==> src/psl_regs.svh <==
// offsets, field positions, reset values and timing figures of the status lamp driver
`ifndef PSL_REGS_SVH
`define PSL_REGS_SVH

// ==========================================
// register offsets (byte addresses)
`define PSL_OFF_MODE 8'h00
`define PSL_OFF_BEHAV 8'h04
`define PSL_OFF_POLAR 8'h08
`define PSL_OFF_STATUS 8'h0c

// ==========================================
// behaviour register fields
`define PSL_BH_COMB_LSB 0
`define PSL_BH_STR_LSB 4
`define PSL_BH_RATE_LSB 8
`define PSL_BH_ACTSEL 16
`define PSL_BH_PULSE 17
`define PSL_BH_W 18

// ==========================================
// reset values
`define PSL_RST_MODE 16'h3210
`define PSL_RST_BEHAV 18'h0_0000
`define PSL_RST_POLAR 4'h0

// ==========================================
// mode codes
`define PSL_MODE_LINK_ANY 4'h0
`define PSL_MODE_LINK_1000 4'h1
`define PSL_MODE_LINK_100 4'h2
`define PSL_MODE_LINK_10 4'h3
`define PSL_MODE_LINK_100_1000 4'h4
`define PSL_MODE_LINK_10_1000 4'h5
`define PSL_MODE_LINK_10_100 4'h6
`define PSL_MODE_DUPLEX 4'h8
`define PSL_MODE_COLL 4'h9
`define PSL_MODE_ACT 4'ha
`define PSL_MODE_ANFAULT 4'hc
`define PSL_MODE_OFF 4'he
`define PSL_MODE_ON 4'hf

// ==========================================
// link speed codes
`define PSL_SPD_10 2'h0
`define PSL_SPD_100 2'h1
`define PSL_SPD_1000 2'h2

// ==========================================
// timing
`define PSL_CLK_NS 8
`define PSL_MS_NS 1000000
`define PSL_PULSE_PERIOD_NS 200000
`define PSL_PULSE_DUTY_PCT 20
`define PSL_BLINK_HALF0_MS 200
`define PSL_STRETCH0_MS 50

`endif

==> src/psl_pkg.sv <==
// types shared by the status lamp driver files
package psl_pkg;
  typedef logic [3:0] psl_mode_t;
  typedef logic [1:0] psl_rate_t;
  typedef logic [1:0] psl_speed_t;
  typedef logic [8:0] psl_ms_t;
  typedef enum logic [1:0] {PSL_IDLE, PSL_ON, PSL_OFF} psl_st_e;
endpackage

==> src/psl_stretch.sv <==
// pulse stretcher for one lamp: on for at least len, then off for at least len
`timescale 1ns/10ps
`include "psl_regs.svh"
module psl_stretch (
  input wire logic core_clk,
  input wire logic rst_b,
  input wire logic ms_tick,
  input wire logic event_in,
  input wire psl_pkg::psl_rate_t rate,
  output logic stretch_out
);
  import psl_pkg::*;

  // ==========================================
  // state
  psl_st_e state; // stretch phase
  psl_st_e next_state; // phase to come
  psl_ms_t cnt; // whole ms ticks in this phase
  logic pend; // event seen while busy
  psl_ms_t len_ms; // selected length
  logic phase_done; // phase has run its length

  // length doubles per rate step, shortest first
  assign len_ms = psl_ms_t'(`PSL_STRETCH0_MS) << rate;
  // first tick may be partial, so count one extra
  assign phase_done = ms_tick && (cnt == len_ms);

  // next phase decode
  always_comb begin
    next_state = state;
    unique case (state)
      PSL_IDLE: if (event_in) next_state = PSL_ON;
      PSL_ON: if (phase_done) next_state = PSL_OFF;
      PSL_OFF: if (phase_done) next_state = (pend || event_in) ? PSL_ON : PSL_IDLE;
      // spare code of the 2-bit phase falls back to idle
      default: next_state = PSL_IDLE;
    endcase
  end

  // phase register and tick counter
  always_ff @(posedge core_clk) begin
    if (!rst_b) begin
      state <= PSL_IDLE;
      cnt <= '0;
      stretch_out <= 1'b0;
    end else begin
      state <= next_state;
      cnt <= (next_state != state) ? '0 : (ms_tick ? cnt + 9'h001 : cnt);
      stretch_out <= (next_state == PSL_ON);
    end
  end

  // remember events that arrive mid-cycle; a new event beats the clear
  always_ff @(posedge core_clk) begin
    if (!rst_b) begin
      pend <= 1'b0;
    end else begin
      pend <= (state != PSL_IDLE && event_in) || (pend && next_state != PSL_ON);
    end
  end

  // on phase lasts the full selected length
  a_stretch_on_len: assert property (@(posedge core_clk) disable iff (!rst_b)
    (state == PSL_ON && next_state == PSL_OFF) |-> cnt == len_ms)
    else $error("stretch on phase ended early");
endmodule // psl_stretch

==> src/psl_lamp_drv.sv <==
// status lamp driver: four lamp pins with per-pin mode, combine, blink or stretch
`timescale 1ns/10ps
`include "psl_regs.svh"
// How it works
// - four pins, each with own mode
// - active low after reset, polarity invert
// - mode 0: any link, blink on activity
// - modes 1-3: link at one speed
// - modes 4-6: link at two speeds
// - mode 8: full duplex, collisions blink
// - mode 9: collisions blink, else off
// - mode 10: activity, optional transmit only
// - mode 12: on during negotiation fault
// - mode 14 forced off, 15 on
// - combine disable hides secondary indication in modes 0-6 and 8
// - combine enabled: link plus activity blink, in mode 8 full duplex plus collision blink
// - per-pin blink or stretch, 50% blink
// - stretch holds on and off minimum
// - rate picks 2.5 to 20 Hz
// - rate picks 50 to 400 ms
// - pulsing modulates asserted lamps 5 kHz 20%
// - settings loadable from EEPROM/OTP data
module psl_lamp_drv #(
  parameter int PINS = 4,
  parameter int MS_CYC = `PSL_MS_NS / `PSL_CLK_NS,
  parameter int PULSE_CYC = `PSL_PULSE_PERIOD_NS / `PSL_CLK_NS
) (
  input wire logic core_clk,
  input wire logic rst_b,
  input wire logic [7:0] reg_addr,
  input wire logic [31:0] reg_wdata,
  input wire logic reg_wr,
  input wire logic reg_rd,
  output logic [31:0] reg_rdata,
  input wire logic cfg_load,
  input wire logic [15:0] cfg_mode,
  input wire logic [17:0] cfg_behav,
  input wire logic [3:0] cfg_invert,
  input wire logic link_up,
  input wire psl_pkg::psl_speed_t link_speed,
  input wire logic full_duplex,
  input wire logic tx_act,
  input wire logic rx_act,
  input wire logic collision,
  input wire logic an_fault,
  output logic [3:0] status_lamp_pins
);
  import psl_pkg::*;

  // pulse on time, derived from the 20% duty
  localparam int PULSE_ON_CYC = (PULSE_CYC * `PSL_PULSE_DUTY_PCT) / 100;
  // one full blink cycle of the slowest rate
  localparam int BLINK_CYCLE_MS = 2 * `PSL_BLINK_HALF0_MS;

  // ==========================================
  // helper functions

  // link present at the speeds that a link mode asks for
  function automatic logic link_match(input psl_mode_t m, input psl_speed_t s);
    logic g;
    logic f;
    logic t;
    g = (s == `PSL_SPD_1000);
    f = (s == `PSL_SPD_100);
    t = (s == `PSL_SPD_10);
    unique case (m)
      `PSL_MODE_LINK_ANY: link_match = 1'b1;
      `PSL_MODE_LINK_1000: link_match = g;
      `PSL_MODE_LINK_100: link_match = f;
      `PSL_MODE_LINK_10: link_match = t;
      `PSL_MODE_LINK_100_1000: link_match = f | g;
      `PSL_MODE_LINK_10_1000: link_match = t | g;
      `PSL_MODE_LINK_10_100: link_match = t | f;
      default: link_match = 1'b0;
    endcase
  endfunction

  // blink level of a rate: halves of 200/100/50/25 ms, 50% duty
  function automatic logic blink_level(input psl_ms_t ms, input psl_rate_t r);
    psl_ms_t half;
    half = psl_ms_t'(`PSL_BLINK_HALF0_MS) >> r;
    unique case (r)
      2'h0: blink_level = ms >= half;
      2'h1: blink_level = (ms % 9'h0c8) >= half;
      2'h2: blink_level = (ms % 9'h064) >= half;
      2'h3: blink_level = (ms % 9'h032) >= half;
    endcase
  endfunction

  // lamp state of one pin from mode, primary and secondary
  function automatic logic lamp_of(input psl_mode_t m, input logic prim, input logic sec,
                                   input logic comb);
    logic shown;
    shown = comb & sec;
    unique case (m)
      `PSL_MODE_LINK_ANY, `PSL_MODE_LINK_1000, `PSL_MODE_LINK_100, `PSL_MODE_LINK_10,
      `PSL_MODE_LINK_100_1000, `PSL_MODE_LINK_10_1000,
      `PSL_MODE_LINK_10_100: lamp_of = prim & ~shown;
      `PSL_MODE_DUPLEX: lamp_of = prim | shown;
      `PSL_MODE_COLL, `PSL_MODE_ACT: lamp_of = sec;
      `PSL_MODE_ANFAULT: lamp_of = prim;
      `PSL_MODE_ON: lamp_of = 1'b1;
      default: lamp_of = 1'b0;
    endcase
  endfunction

  // ==========================================
  // registers
  logic [15:0] mode_reg; // four 4-bit mode fields
  logic [`PSL_BH_W-1:0] behav_reg; // combine, stretch, rate, select, pulsing
  logic [3:0] polar_reg; // per-pin polarity invert
  logic [3:0] lamp_q; // registered lamp states
  logic [16:0] ms_div; // divider to 1 ms ticks
  logic ms_tick; // one-cycle ms enable
  psl_ms_t ms_cnt; // position in the slowest blink cycle
  logic [14:0] pulse_cnt; // pulsing period counter
  logic pulse_phase; // high in the on part of pulsing

  // field views
  wire logic [3:0] comb_dis = behav_reg[`PSL_BH_COMB_LSB +: 4]; // combine disables
  wire logic [3:0] str_en = behav_reg[`PSL_BH_STR_LSB +: 4]; // stretch enables
  wire logic tx_only = behav_reg[`PSL_BH_ACTSEL]; // activity from transmit only
  wire logic pulse_en = behav_reg[`PSL_BH_PULSE]; // pulsing enable

  // ==========================================
  // bus decode
  wire logic hit_mode = reg_addr == `PSL_OFF_MODE;
  wire logic hit_behav = reg_addr == `PSL_OFF_BEHAV;
  wire logic hit_polar = reg_addr == `PSL_OFF_POLAR;
  wire logic hit_status = reg_addr == `PSL_OFF_STATUS;
  wire logic [31:0] status_word = {19'h0_0000, an_fault, full_duplex, link_speed, link_up,
                                   status_lamp_pins, lamp_q};
  wire logic [31:0] rd_mux = hit_mode ? {16'h0000, mode_reg} :
                             hit_behav ? {14'h0000, behav_reg} :
                             hit_polar ? {28'h000_0000, polar_reg} :
                             hit_status ? status_word : 32'h0000_0000;

  // writes from software; a load from configuration data yields to them
  always_ff @(posedge core_clk) begin
    if (!rst_b) begin
      mode_reg <= `PSL_RST_MODE;
      behav_reg <= `PSL_RST_BEHAV;
      polar_reg <= `PSL_RST_POLAR;
    end else if (reg_wr) begin
      if (hit_mode) mode_reg <= reg_wdata[15:0];
      if (hit_behav) behav_reg <= reg_wdata[`PSL_BH_W-1:0];
      if (hit_polar) polar_reg <= reg_wdata[3:0];
    end else if (cfg_load) begin
      mode_reg <= cfg_mode;
      behav_reg <= cfg_behav;
      polar_reg <= cfg_invert;
    end
  end

  // read data stand only in the cycle after the strobe
  always_ff @(posedge core_clk) begin
    if (!rst_b) begin
      reg_rdata <= 32'h0000_0000;
    end else begin
      reg_rdata <= reg_rd ? rd_mux : 32'h0000_0000;
    end
  end

  // ==========================================
  // time base: ms ticks and pulsing phase
  always_ff @(posedge core_clk) begin
    if (!rst_b) begin
      ms_div <= '0;
      ms_tick <= 1'b0;
    end else begin
      ms_tick <= ms_div == 17'(MS_CYC - 1);
      ms_div <= (ms_div == 17'(MS_CYC - 1)) ? '0 : ms_div + 17'h0_0001;
    end
  end

  // ms position within the slowest blink period
  always_ff @(posedge core_clk) begin
    if (!rst_b) begin
      ms_cnt <= '0;
    end else if (ms_tick) begin
      ms_cnt <= (ms_cnt == psl_ms_t'(BLINK_CYCLE_MS - 1)) ? '0 : ms_cnt + 9'h001;
    end
  end

  // 5 kHz pulsing with 20% on
  always_ff @(posedge core_clk) begin
    if (!rst_b) begin
      pulse_cnt <= '0;
    end else begin
      pulse_cnt <= (pulse_cnt == 15'(PULSE_CYC - 1)) ? '0 : pulse_cnt + 15'h0001;
    end
  end
  assign pulse_phase = pulse_cnt < 15'(PULSE_ON_CYC);

  // ==========================================
  // per-pin indication
  wire logic act_any = tx_only ? tx_act : (tx_act | rx_act);
  wire logic half_coll = link_up & ~full_duplex & collision;

  logic [3:0] next_lamp; // lamp state per pin
  logic [3:0] next_pins; // pin level per pin

  for (genvar i = 0; i < PINS; i++) begin : g_pin
    wire psl_mode_t m = mode_reg[4*i +: 4]; // this pin's mode
    wire psl_rate_t r = behav_reg[`PSL_BH_RATE_LSB + 2*i +: 2]; // this pin's rate
    // event source for the secondary indication
    wire logic evt = (m == `PSL_MODE_DUPLEX) ? half_coll :
                     (m == `PSL_MODE_COLL) ? collision :
                     (m == `PSL_MODE_ACT) ? act_any :
                     (link_up & (tx_act | rx_act));
    // primary condition
    wire logic prim = (m == `PSL_MODE_DUPLEX) ? (link_up & full_duplex) :
                      (m == `PSL_MODE_ANFAULT) ? an_fault :
                      (link_up & link_match(m, link_speed));
    logic str_out; // stretched event
    // blink or stretch per pin
    wire logic sec = str_en[i] ? str_out : (evt & blink_level(ms_cnt, r));

    psl_stretch u_str (
      .core_clk(core_clk),
      .rst_b(rst_b),
      .ms_tick(ms_tick),
      .event_in(evt),
      .rate(r),
      .stretch_out(str_out)
    );

    assign next_lamp[i] = lamp_of(m, prim, sec, ~comb_dis[i]);
    // asserted pin level is low unless inverted; pulsing chops it
    assign next_pins[i] = ~(next_lamp[i] & (~pulse_en | pulse_phase)) ^ polar_reg[i];

    a_force_off_pin: assert property (@(posedge core_clk) disable iff (!rst_b)
      (m == `PSL_MODE_OFF) |=> status_lamp_pins[i] == ~$past(polar_reg[i]))
      else $error("forced-off pin asserted");
    a_force_on_pin: assert property (@(posedge core_clk) disable iff (!rst_b)
      (m == `PSL_MODE_ON && !pulse_en) |=> status_lamp_pins[i] == $past(polar_reg[i]))
      else $error("forced-on pin not asserted");
    a_reserved_mode_off: assert property (@(posedge core_clk) disable iff (!rst_b)
      (m == 4'h7 || m == 4'hb || m == 4'hd) |=> status_lamp_pins[i] == ~$past(polar_reg[i]))
      else $error("reserved mode drives pin");
    a_any_link_gone: assert property (@(posedge core_clk) disable iff (!rst_b)
      (m == `PSL_MODE_LINK_ANY && !link_up) |=> status_lamp_pins[i] == ~$past(polar_reg[i]))
      else $error("link lamp on without link");
    a_gig_wrong_speed: assert property (@(posedge core_clk) disable iff (!rst_b)
      (m == `PSL_MODE_LINK_1000 && link_speed != `PSL_SPD_1000)
      |=> status_lamp_pins[i] == ~$past(polar_reg[i]))
      else $error("gigabit lamp on at other speed");
    a_combine_off_link: assert property (@(posedge core_clk) disable iff (!rst_b)
      (m == `PSL_MODE_LINK_ANY && link_up && comb_dis[i] && !pulse_en)
      |=> status_lamp_pins[i] == $past(polar_reg[i]))
      else $error("combine disabled link lamp not steady");
    a_fault_lamp_on: assert property (@(posedge core_clk) disable iff (!rst_b)
      (m == `PSL_MODE_ANFAULT && an_fault && !pulse_en)
      |=> status_lamp_pins[i] == $past(polar_reg[i]))
      else $error("fault lamp not asserted");
    a_pulse_off_gap: assert property (@(posedge core_clk) disable iff (!rst_b)
      (pulse_en && !pulse_phase) |=> status_lamp_pins[i] == ~$past(polar_reg[i]))
      else $error("pulsed lamp on in off part");
  end

  // ==========================================
  // output flops
  always_ff @(posedge core_clk) begin
    if (!rst_b) begin
      lamp_q <= 4'h0;
      status_lamp_pins <= 4'hf;
    end else begin
      lamp_q <= next_lamp;
      status_lamp_pins <= next_pins;
    end
  end

  // pulsing period is five thousand per second
  a_pulse_wrap: assert property (@(posedge core_clk) disable iff (!rst_b)
    (pulse_cnt == 15'(PULSE_CYC - 1)) |=> pulse_cnt == 15'h0000 && pulse_phase)
    else $error("pulsing period wrong");
endmodule // psl_lamp_drv

==> config.mk <==
export PLATFORM = sky130hd
export DESIGN_NAME = psl_lamp_drv
export DESIGN_NICKNAME = d
export VERILOG_FILES = /design/src/psl_pkg.sv /design/src/psl_stretch.sv /design/src/psl_lamp_drv.sv
export VERILOG_INCLUDE_DIRS = /design/src /design/src/src
export SDC_FILE = /design/constraint.sdc
export NUM_CORES = 1
export LEC_CHECK = 0
export ABC_AREA = 1
export BUFFER_PORTS_ARGS = -buffer_cell sky130_fd_sc_hd__clkbuf_2
export CAP_MARGIN = 10
export CORE_MARGIN = 2
export CORE_UTILIZATION = 54
export CTS_BUF_LIST = sky130_fd_sc_hd__clkbuf_4 sky130_fd_sc_hd__clkbuf_8 sky130_fd_sc_hd__clkbuf_16
export CTS_CLUSTER_DIAMETER = 150
export DETAILED_ROUTE_END_ITERATION = 10
export MAX_ROUTING_LAYER = met4
export PLACE_DENSITY = 0.79
export SYNTH_ARGS = -nofsm -noshare
export SYNTH_HDL_FRONTEND = slang
export SYNTH_SLANG_ARGS = --single-unit
==> constraint.sdc <==
create_clock -name core_clk -period 4.4 [get_ports core_clk]
set_input_delay 0 -clock core_clk [delete_from_list [all_inputs] [get_ports core_clk]]
set_output_delay 0 -clock core_clk [all_outputs]
set_load 0.01 [all_outputs]
---- Word level (Yosys, flattened, before mapping) ----
Index checks and enable logic that the tools add are counted.
cells by class
  $add $sub $neg .......................... 7
  divide/modulo/power cells ............... 3
  order comparisons ....................... 17
  equal/unequal tests ..................... 91
  shift-type cells ........................ 8
  multiplexer cells ....................... 71
  bitwise operators ....................... 53
  reductions and logical operators ........ 59
operators with widths
  operator               number
  $ge 9x9->1             16
  $eq 4x4->1 const B     20
  $mux 18                4
  $mux 16                4
  $eq 4x3->1 const B     12
  $add 9x1->9 const B    5
  $eq 9x9->1             4
  $shl 6x2->9 const A    4
  $shr 8x2->9 const A    4
  $eq 4x2->1 const B     8
  $mux 1                 29
  $pmux 1 s7             4
  $reduce_or 7->1        4
  $eq 2x1->1 const B     13
  $eq 2x2->1 const B     13
  $mux 13                2
  $and 1x1->1            24
  $mux 2                 12
  $pmux 2 s3             4
  $pmux 1 s5             4
  $reduce_or 2->1        10
  $logic_not 2->1        9
  $add 17x1->17 const B  1
  $eq 17x17->1 const B   1
  other kinds (26)       98
storage, ports and cells
  register bits after elaboration ......... 172
  output and inout port bits .............. 36
  word-level logic and storage cells ...... 337

---- Longest topological paths before layout ----
  word-level depth ........................ 14
  mapped depth ............................ 42
  depth with buffers taken out ............ 42

---- Cells and area by module ----
From an unflattened synthesis, not the netlist that was laid out.
unflattened totals
  cell total of the unflattened synthesis .. 1779
  area total of the unflattened synthesis .. 12135.4 µm²
by module, submodules not included
  module                            times used  cells an instance  area each (µm²)  sequential area each (µm²)
  psl_lamp_drv                      1           1290               8778.4           2122.0
  psl_stretch (g_pin[0].u_str ...)  3           123                823.3            260.2
  psl_stretch (g_pin[3].u_str)      1           120                887.1            260.2

---- Worst setup path before layout ----
No wires, ideal clock.
  kind .................................... reg-to-reg
  start point ............................. register ms_cnt[7]
  end point ............................... register status_lamp_pins[0]
  setup time .............................. 121 ps
  data arrival time ....................... 4298 ps
  setup slack ............................. -18 ps
  cell stages (with the launch flop) ...... 38
  path buffers ............................ 0
  period minus slack after synthesis ...... 4418 ps
  path through ............................ dfxtp_1 nand2_2 clkinv_2 nand3_4 nand3_4 nand4_1 nand2_1 inv_1 nand2_2 nand2_2 nand2_1 inv_1 ha_1 inv_1 nand4_2 nand2_2 nand3_4 xor2_1 [2 not listed] o21ai_0 a21boi_0 o21a_1 o21a_1 o21ai_0 nand2_1 a21oi_1 nand2_1 nand2_1 nand2_1 nand2_1 nand2_2 nand2_1 nand2_1 nand3_1 nand2_1 nand2_1 nand3_1
between the ends
  word-level cells in the longest chain between the ends .. 12
  elaborated cells on any way between the ends .. 18
RTL lines
  what                                       RTL line                                                    text
  from (decl)                                psl_lamp_drv.sv:115                                         psl_ms_t ms_cnt;
  from (signal assigned)                     psl_lamp_drv.sv:181                                         ms_cnt <= (ms_cnt == psl_ms_t'(BLINK_CYCLE_MS - 1)) ? '0 : ms_cnt + 9'h001;
  $mod 9x6->9, or another cell as far along  psl_lamp_drv.sv:86                                          2'h3: blink_level = (ms % 9'h032) >= half;
  $ge 9x9->1, on equally long branches       psl_lamp_drv.sv:86, psl_lamp_drv.sv:84, psl_lamp_drv.sv:85
  $pmux 1 s4 *                               psl_lamp_drv.sv:82                                          unique case (r)
  $and 1x1->1 *                              psl_lamp_drv.sv:217                                         wire logic sec = str_en[i] ? str_out : (evt & blink_level(ms_cnt, r));
  $mux 1 *                                   psl_lamp_drv.sv:217
  $and 1x1->1                                psl_lamp_drv.sv:94                                          shown = comb & sec;
  $not 1->1                                  psl_lamp_drv.sv:98                                          `PSL_MODE_LINK_10_100: lamp_of = prim & ~shown;
  $and 1x1->1                                psl_lamp_drv.sv:98
  $pmux 1 s5 *                               psl_lamp_drv.sv:95                                          unique case (m)
  $and 1x1->1 *                              psl_lamp_drv.sv:230                                         assign next_pins[i] = ~(next_lamp[i] & (~pulse_en | pulse_phase)) ^ polar_reg[i];
  $not 1->1 *                                psl_lamp_drv.sv:230
  $xor 1x1->1 *                              psl_lamp_drv.sv:230
  to (signal assigned)                       psl_lamp_drv.sv:269                                         status_lamp_pins <= next_pins;
  to (decl)                                  psl_lamp_drv.sv:46                                          output logic [3:0] status_lamp_pins
Mark *: on every way between the ends. The rest lies on a longest branch, timed or not.
A chain may end at the register's enable or synchronous reset.

---- Worst setup path after layout ----
  start point ............................. register ms_cnt[4]
  end point ............................... register status_lamp_pins[1]
The elaborated chain is that of the path after synthesis.

==> metrics.txt <==
status finished with violations; failing checks setup timing; Max Slew Vio Count 0; post-synthesis to final-layout area growth 18.31%; Fin Setup TNS -493.3 ps; highest metal used met4; filler instances ~1700; Post-Route Skew between 15 and 20 ps; Post-synth EDFFs 0; die area about 22000 um^2; Hold WC Path Type in2reg; number of failing hold endpoints at the final stage 0; sequential fraction of the synthesis area ~28%; worst slew pin tran about 1100 ps; proportion of power drawn by the clock network 41.9%; final worst slack -139.2 ps; Post-Place Setup Slack -207.1 ps; cell mode on critical path nand2_2; count leader, synth inv_1; drt via density roughly 5.6; Clock Latency Late Sink around 450 ps; Largest register FFs 36; Row Count 52; net switching power roughly 1200 uW; highest attainable clock frequency between 200 and 250 MHz; CTS Buf Count 17; post-layout net count 2001; PwrDens 269.7 nW/um^2; DR WL met3 about 2600 um; worst hold path stage count 5; clock buffer depth 2; Cell Int Power ~2500 uW; Logic pwr share between 15 and 20%; global route overflow 0; worst ir drop on vdd 0.0002220 V; ys flop type dfxtp_1; Reg power frac 41.9%; Pwr Total between 3000 and 4000 uW; starting density of the core 55.42%; CP Data Arrival Time 4850 ps; CP peak stage delay around 370 ps; Post-synth top cells 287 x inv_1, 232 x nand2_1, 164 x nor2_1, 158 x dfxtp_1, 143 x o21ai_0; Synth Cell Area between 10000 and 15000 um^2; clk sinks about 160; top cells by area, synth dfxtp_1 28%, ha_1 15%, inv_1 9.5%, nand2_1 7.7%, o21ai_0 6.3%; share of cells above drive strength 1 roughly 15%; relative slew slack 29.67%; RR Startpoint ms_cnt[4]$_SDFFE_PN0P_; fraction of registers with async set or reset after synthesis 0%; Synth Area per Inst around 7.0 um^2; DIE HEIGHT 148.8 um; Worst setup EP type flip-flop; Hold Path End behav_reg[6]$_SDFFE_PN0P_; hold path startpoint cfg_behav[6]; final hold slack 18.63 ps; Sw Ratio between 30% and 40%; clk slew on worst S/H paths 70 ps; # DRC 0; vias in the first global route 11010; via count about 11000; Reg2Reg Setup Slack -140 ps; CP Launch Type flip-flop; Final min period ~4500 ps; HPWL after detailed placement between 20000 and 25000 um; Final Wtd Congestion approximately 1; H-tree depth reported by CTS 4; DRT Pass-1 Iters 7; post-synthesis cell type count 56; Critical Path Slowest Stage Cell dfxtp_4; Yosys top cell by area dfxtp_1; clock root cell clkbuf_16; iteration-0 DRC count of the detailed router ~1000; Port-buffer cells just under 100; CP max FO 5; mean routed wirelength per cell around 16 um; metal2 WL ~15000 um; synth warn 0; maxcap violations 0; reg2reg path depth 38; antenna violations before repair 0; Post-Place Cells approximately 2000; FF+latch count, synth about 160; share of the synthesized area in the top cell type 27.94%; Die X around 150 um; Final Setup Violations 7; number of antenna repair diodes 0; synthesized instance count between 1500 and 2000; Critical R2R Capture status_lamp_pins[1]$_SDFF_PN1_; CTS tree yes; Setup CP Type reg2reg; drt total wl 33150 um; boundary pin count roughly 130; total track usage between 30% and 40%; Lkg Pwr 0.006460 uW; ANT nets after route 0; CP required about 4700 ps; Core Region between 20000 and 25000 um^2; largest net degree at the start of global routing 61; RSZ-0062 raised after global routing yes; Final Cycle Share 103.2%; M1 wire length roughly 14000 um; first-pass GRT wire length approximately 52000 um; Layout Cells excl Fill ~2100
==> worst max path at each step <==
stage	from	to	slack [ps]	cells after the start
floorplan	ms_cnt[5]$_SDFFE_PN0P_	status_lamp_pins[0]$_SDFF_PN1_	30	41
global placement	ms_cnt[5]$_SDFFE_PN0P_	status_lamp_pins[0]$_SDFF_PN1_	-10	39
detailed placement	ms_cnt[5]$_SDFFE_PN0P_	status_lamp_pins[0]$_SDFF_PN1_	-210	39
CTS	ms_cnt[5]$_SDFFE_PN0P_	status_lamp_pins[0]$_SDFF_PN1_	-40	41
global route	ms_cnt[4]$_SDFFE_PN0P_	status_lamp_pins[2]$_SDFF_PN1_	-360	41
finish	ms_cnt[4]$_SDFFE_PN0P_	status_lamp_pins[1]$_SDFF_PN1_	-140	38
==> area by class of cell <==
cell class              count  area, um^2  share of cell area [%]
clock buffers              17       425.4                   3.176
clock inverters            15       187.7                   1.401
inverters                 290        1090                   8.136
multi-input cells        1139        7096                   52.97
flip-flops and latches    158        3173                   23.69
well taps                 270       337.8                   2.522
repair buffers            170        1086                   8.108
==> stage by stage <==
| step | cell area (um^2) | util (%) |
|---|---|---|
| finish | 13400 | 65.57 |
| global route | 13400 | 65.57 |
| CTS | 13320 | 65.19 |
| detailed placement | 12330 | 60.33 |
| global placement | 12330 | 60.33 |
| floorplan | 11390 | - |
==> cell usage in the layout (no fill, tap or decap), drive strengths merged, types with 19 or more instances in the layout <==
| master | Yosys | layout |
|---|---|---|
| inv | 289 | 295 |
| nand2 | 255 | 255 |
| nor2 | 167 | 167 |
| dfxtp | 158 | 158 |
| o21ai | 146 | 146 |
| ha | 134 | 134 |
| a21oi | 119 | 119 |
| clkbuf | 25 | 115 |
| nand3 | 63 | 63 |
| buf | 17 | 53 |
| xor2 | 35 | 35 |
| nor3 | 30 | 30 |
| dlygate4sd3 | 0 | 19 |
==> critical path, delay by kind of cell (launching register included) <==
kind / cells / cell delay [ps]
AO/OA/AOI/OAI: 8 / 1140
XOR/XNOR: 1 / 270
AND/OR/NAND/NOR: 25 / 2120
adder cells (fa/ha/maj): 2 / 440
buffers and inverters: 2 / 110
flip-flops: 1 / 370
==> kinds of logic after synthesis <==
logic type | count (synthesis) | share of synthesized area (%)
xor gates and xnor gates | 42 | 3.249
AOI/OAI and AO/OA | 376 | 19.37
and+or+nand+nor | 569 | 23.05
other | 1 | 0.03312
buffers and inverters | 332 | 11.55
DFF | 158 | 27.94
adders and majority gates | 134 | 14.81
==> power groups by stage <==
| stage | Clock [uW] | Sequential (uW) | Combinational (uW) |
|---|---|---|---|
| 3_5_place_dp | 0 | 1550 | 534 |
| 6_report | 1510 | 1510 | 586 |
| 2_1_floorplan | 0 | 1540 | 372 |
| 5_1_grt | 1580 | 1520 | 653 |
| 3_3_place_gp | 0 | 1550 | 517 |
| 4_1_cts | 1520 | 1510 | 561 |
==> routing by layer <==
layer	up-vias	global-route usage, %
li1	5654	-
met1	5199	37.44
met2	474	48.73
met3	119	5.291
met4	0	14.71
met5	-	-
==> repair_timing <==
| action | 4_1_cts | 5_1_grt |
|---|---|---|
| gates cloned | 0 | 0 |
| hold buffers | 19 | 0 |
| buffers inserted | 10 | 2 |
| pin swaps | 22 | 27 |
| gates resized for setup | 27 | 22 |
| hold endpoints to repair | 13 | 0 |
| setup endpoints to repair | 8 | 8 |
Note: power is estimated with default switching activity, not from simulation.
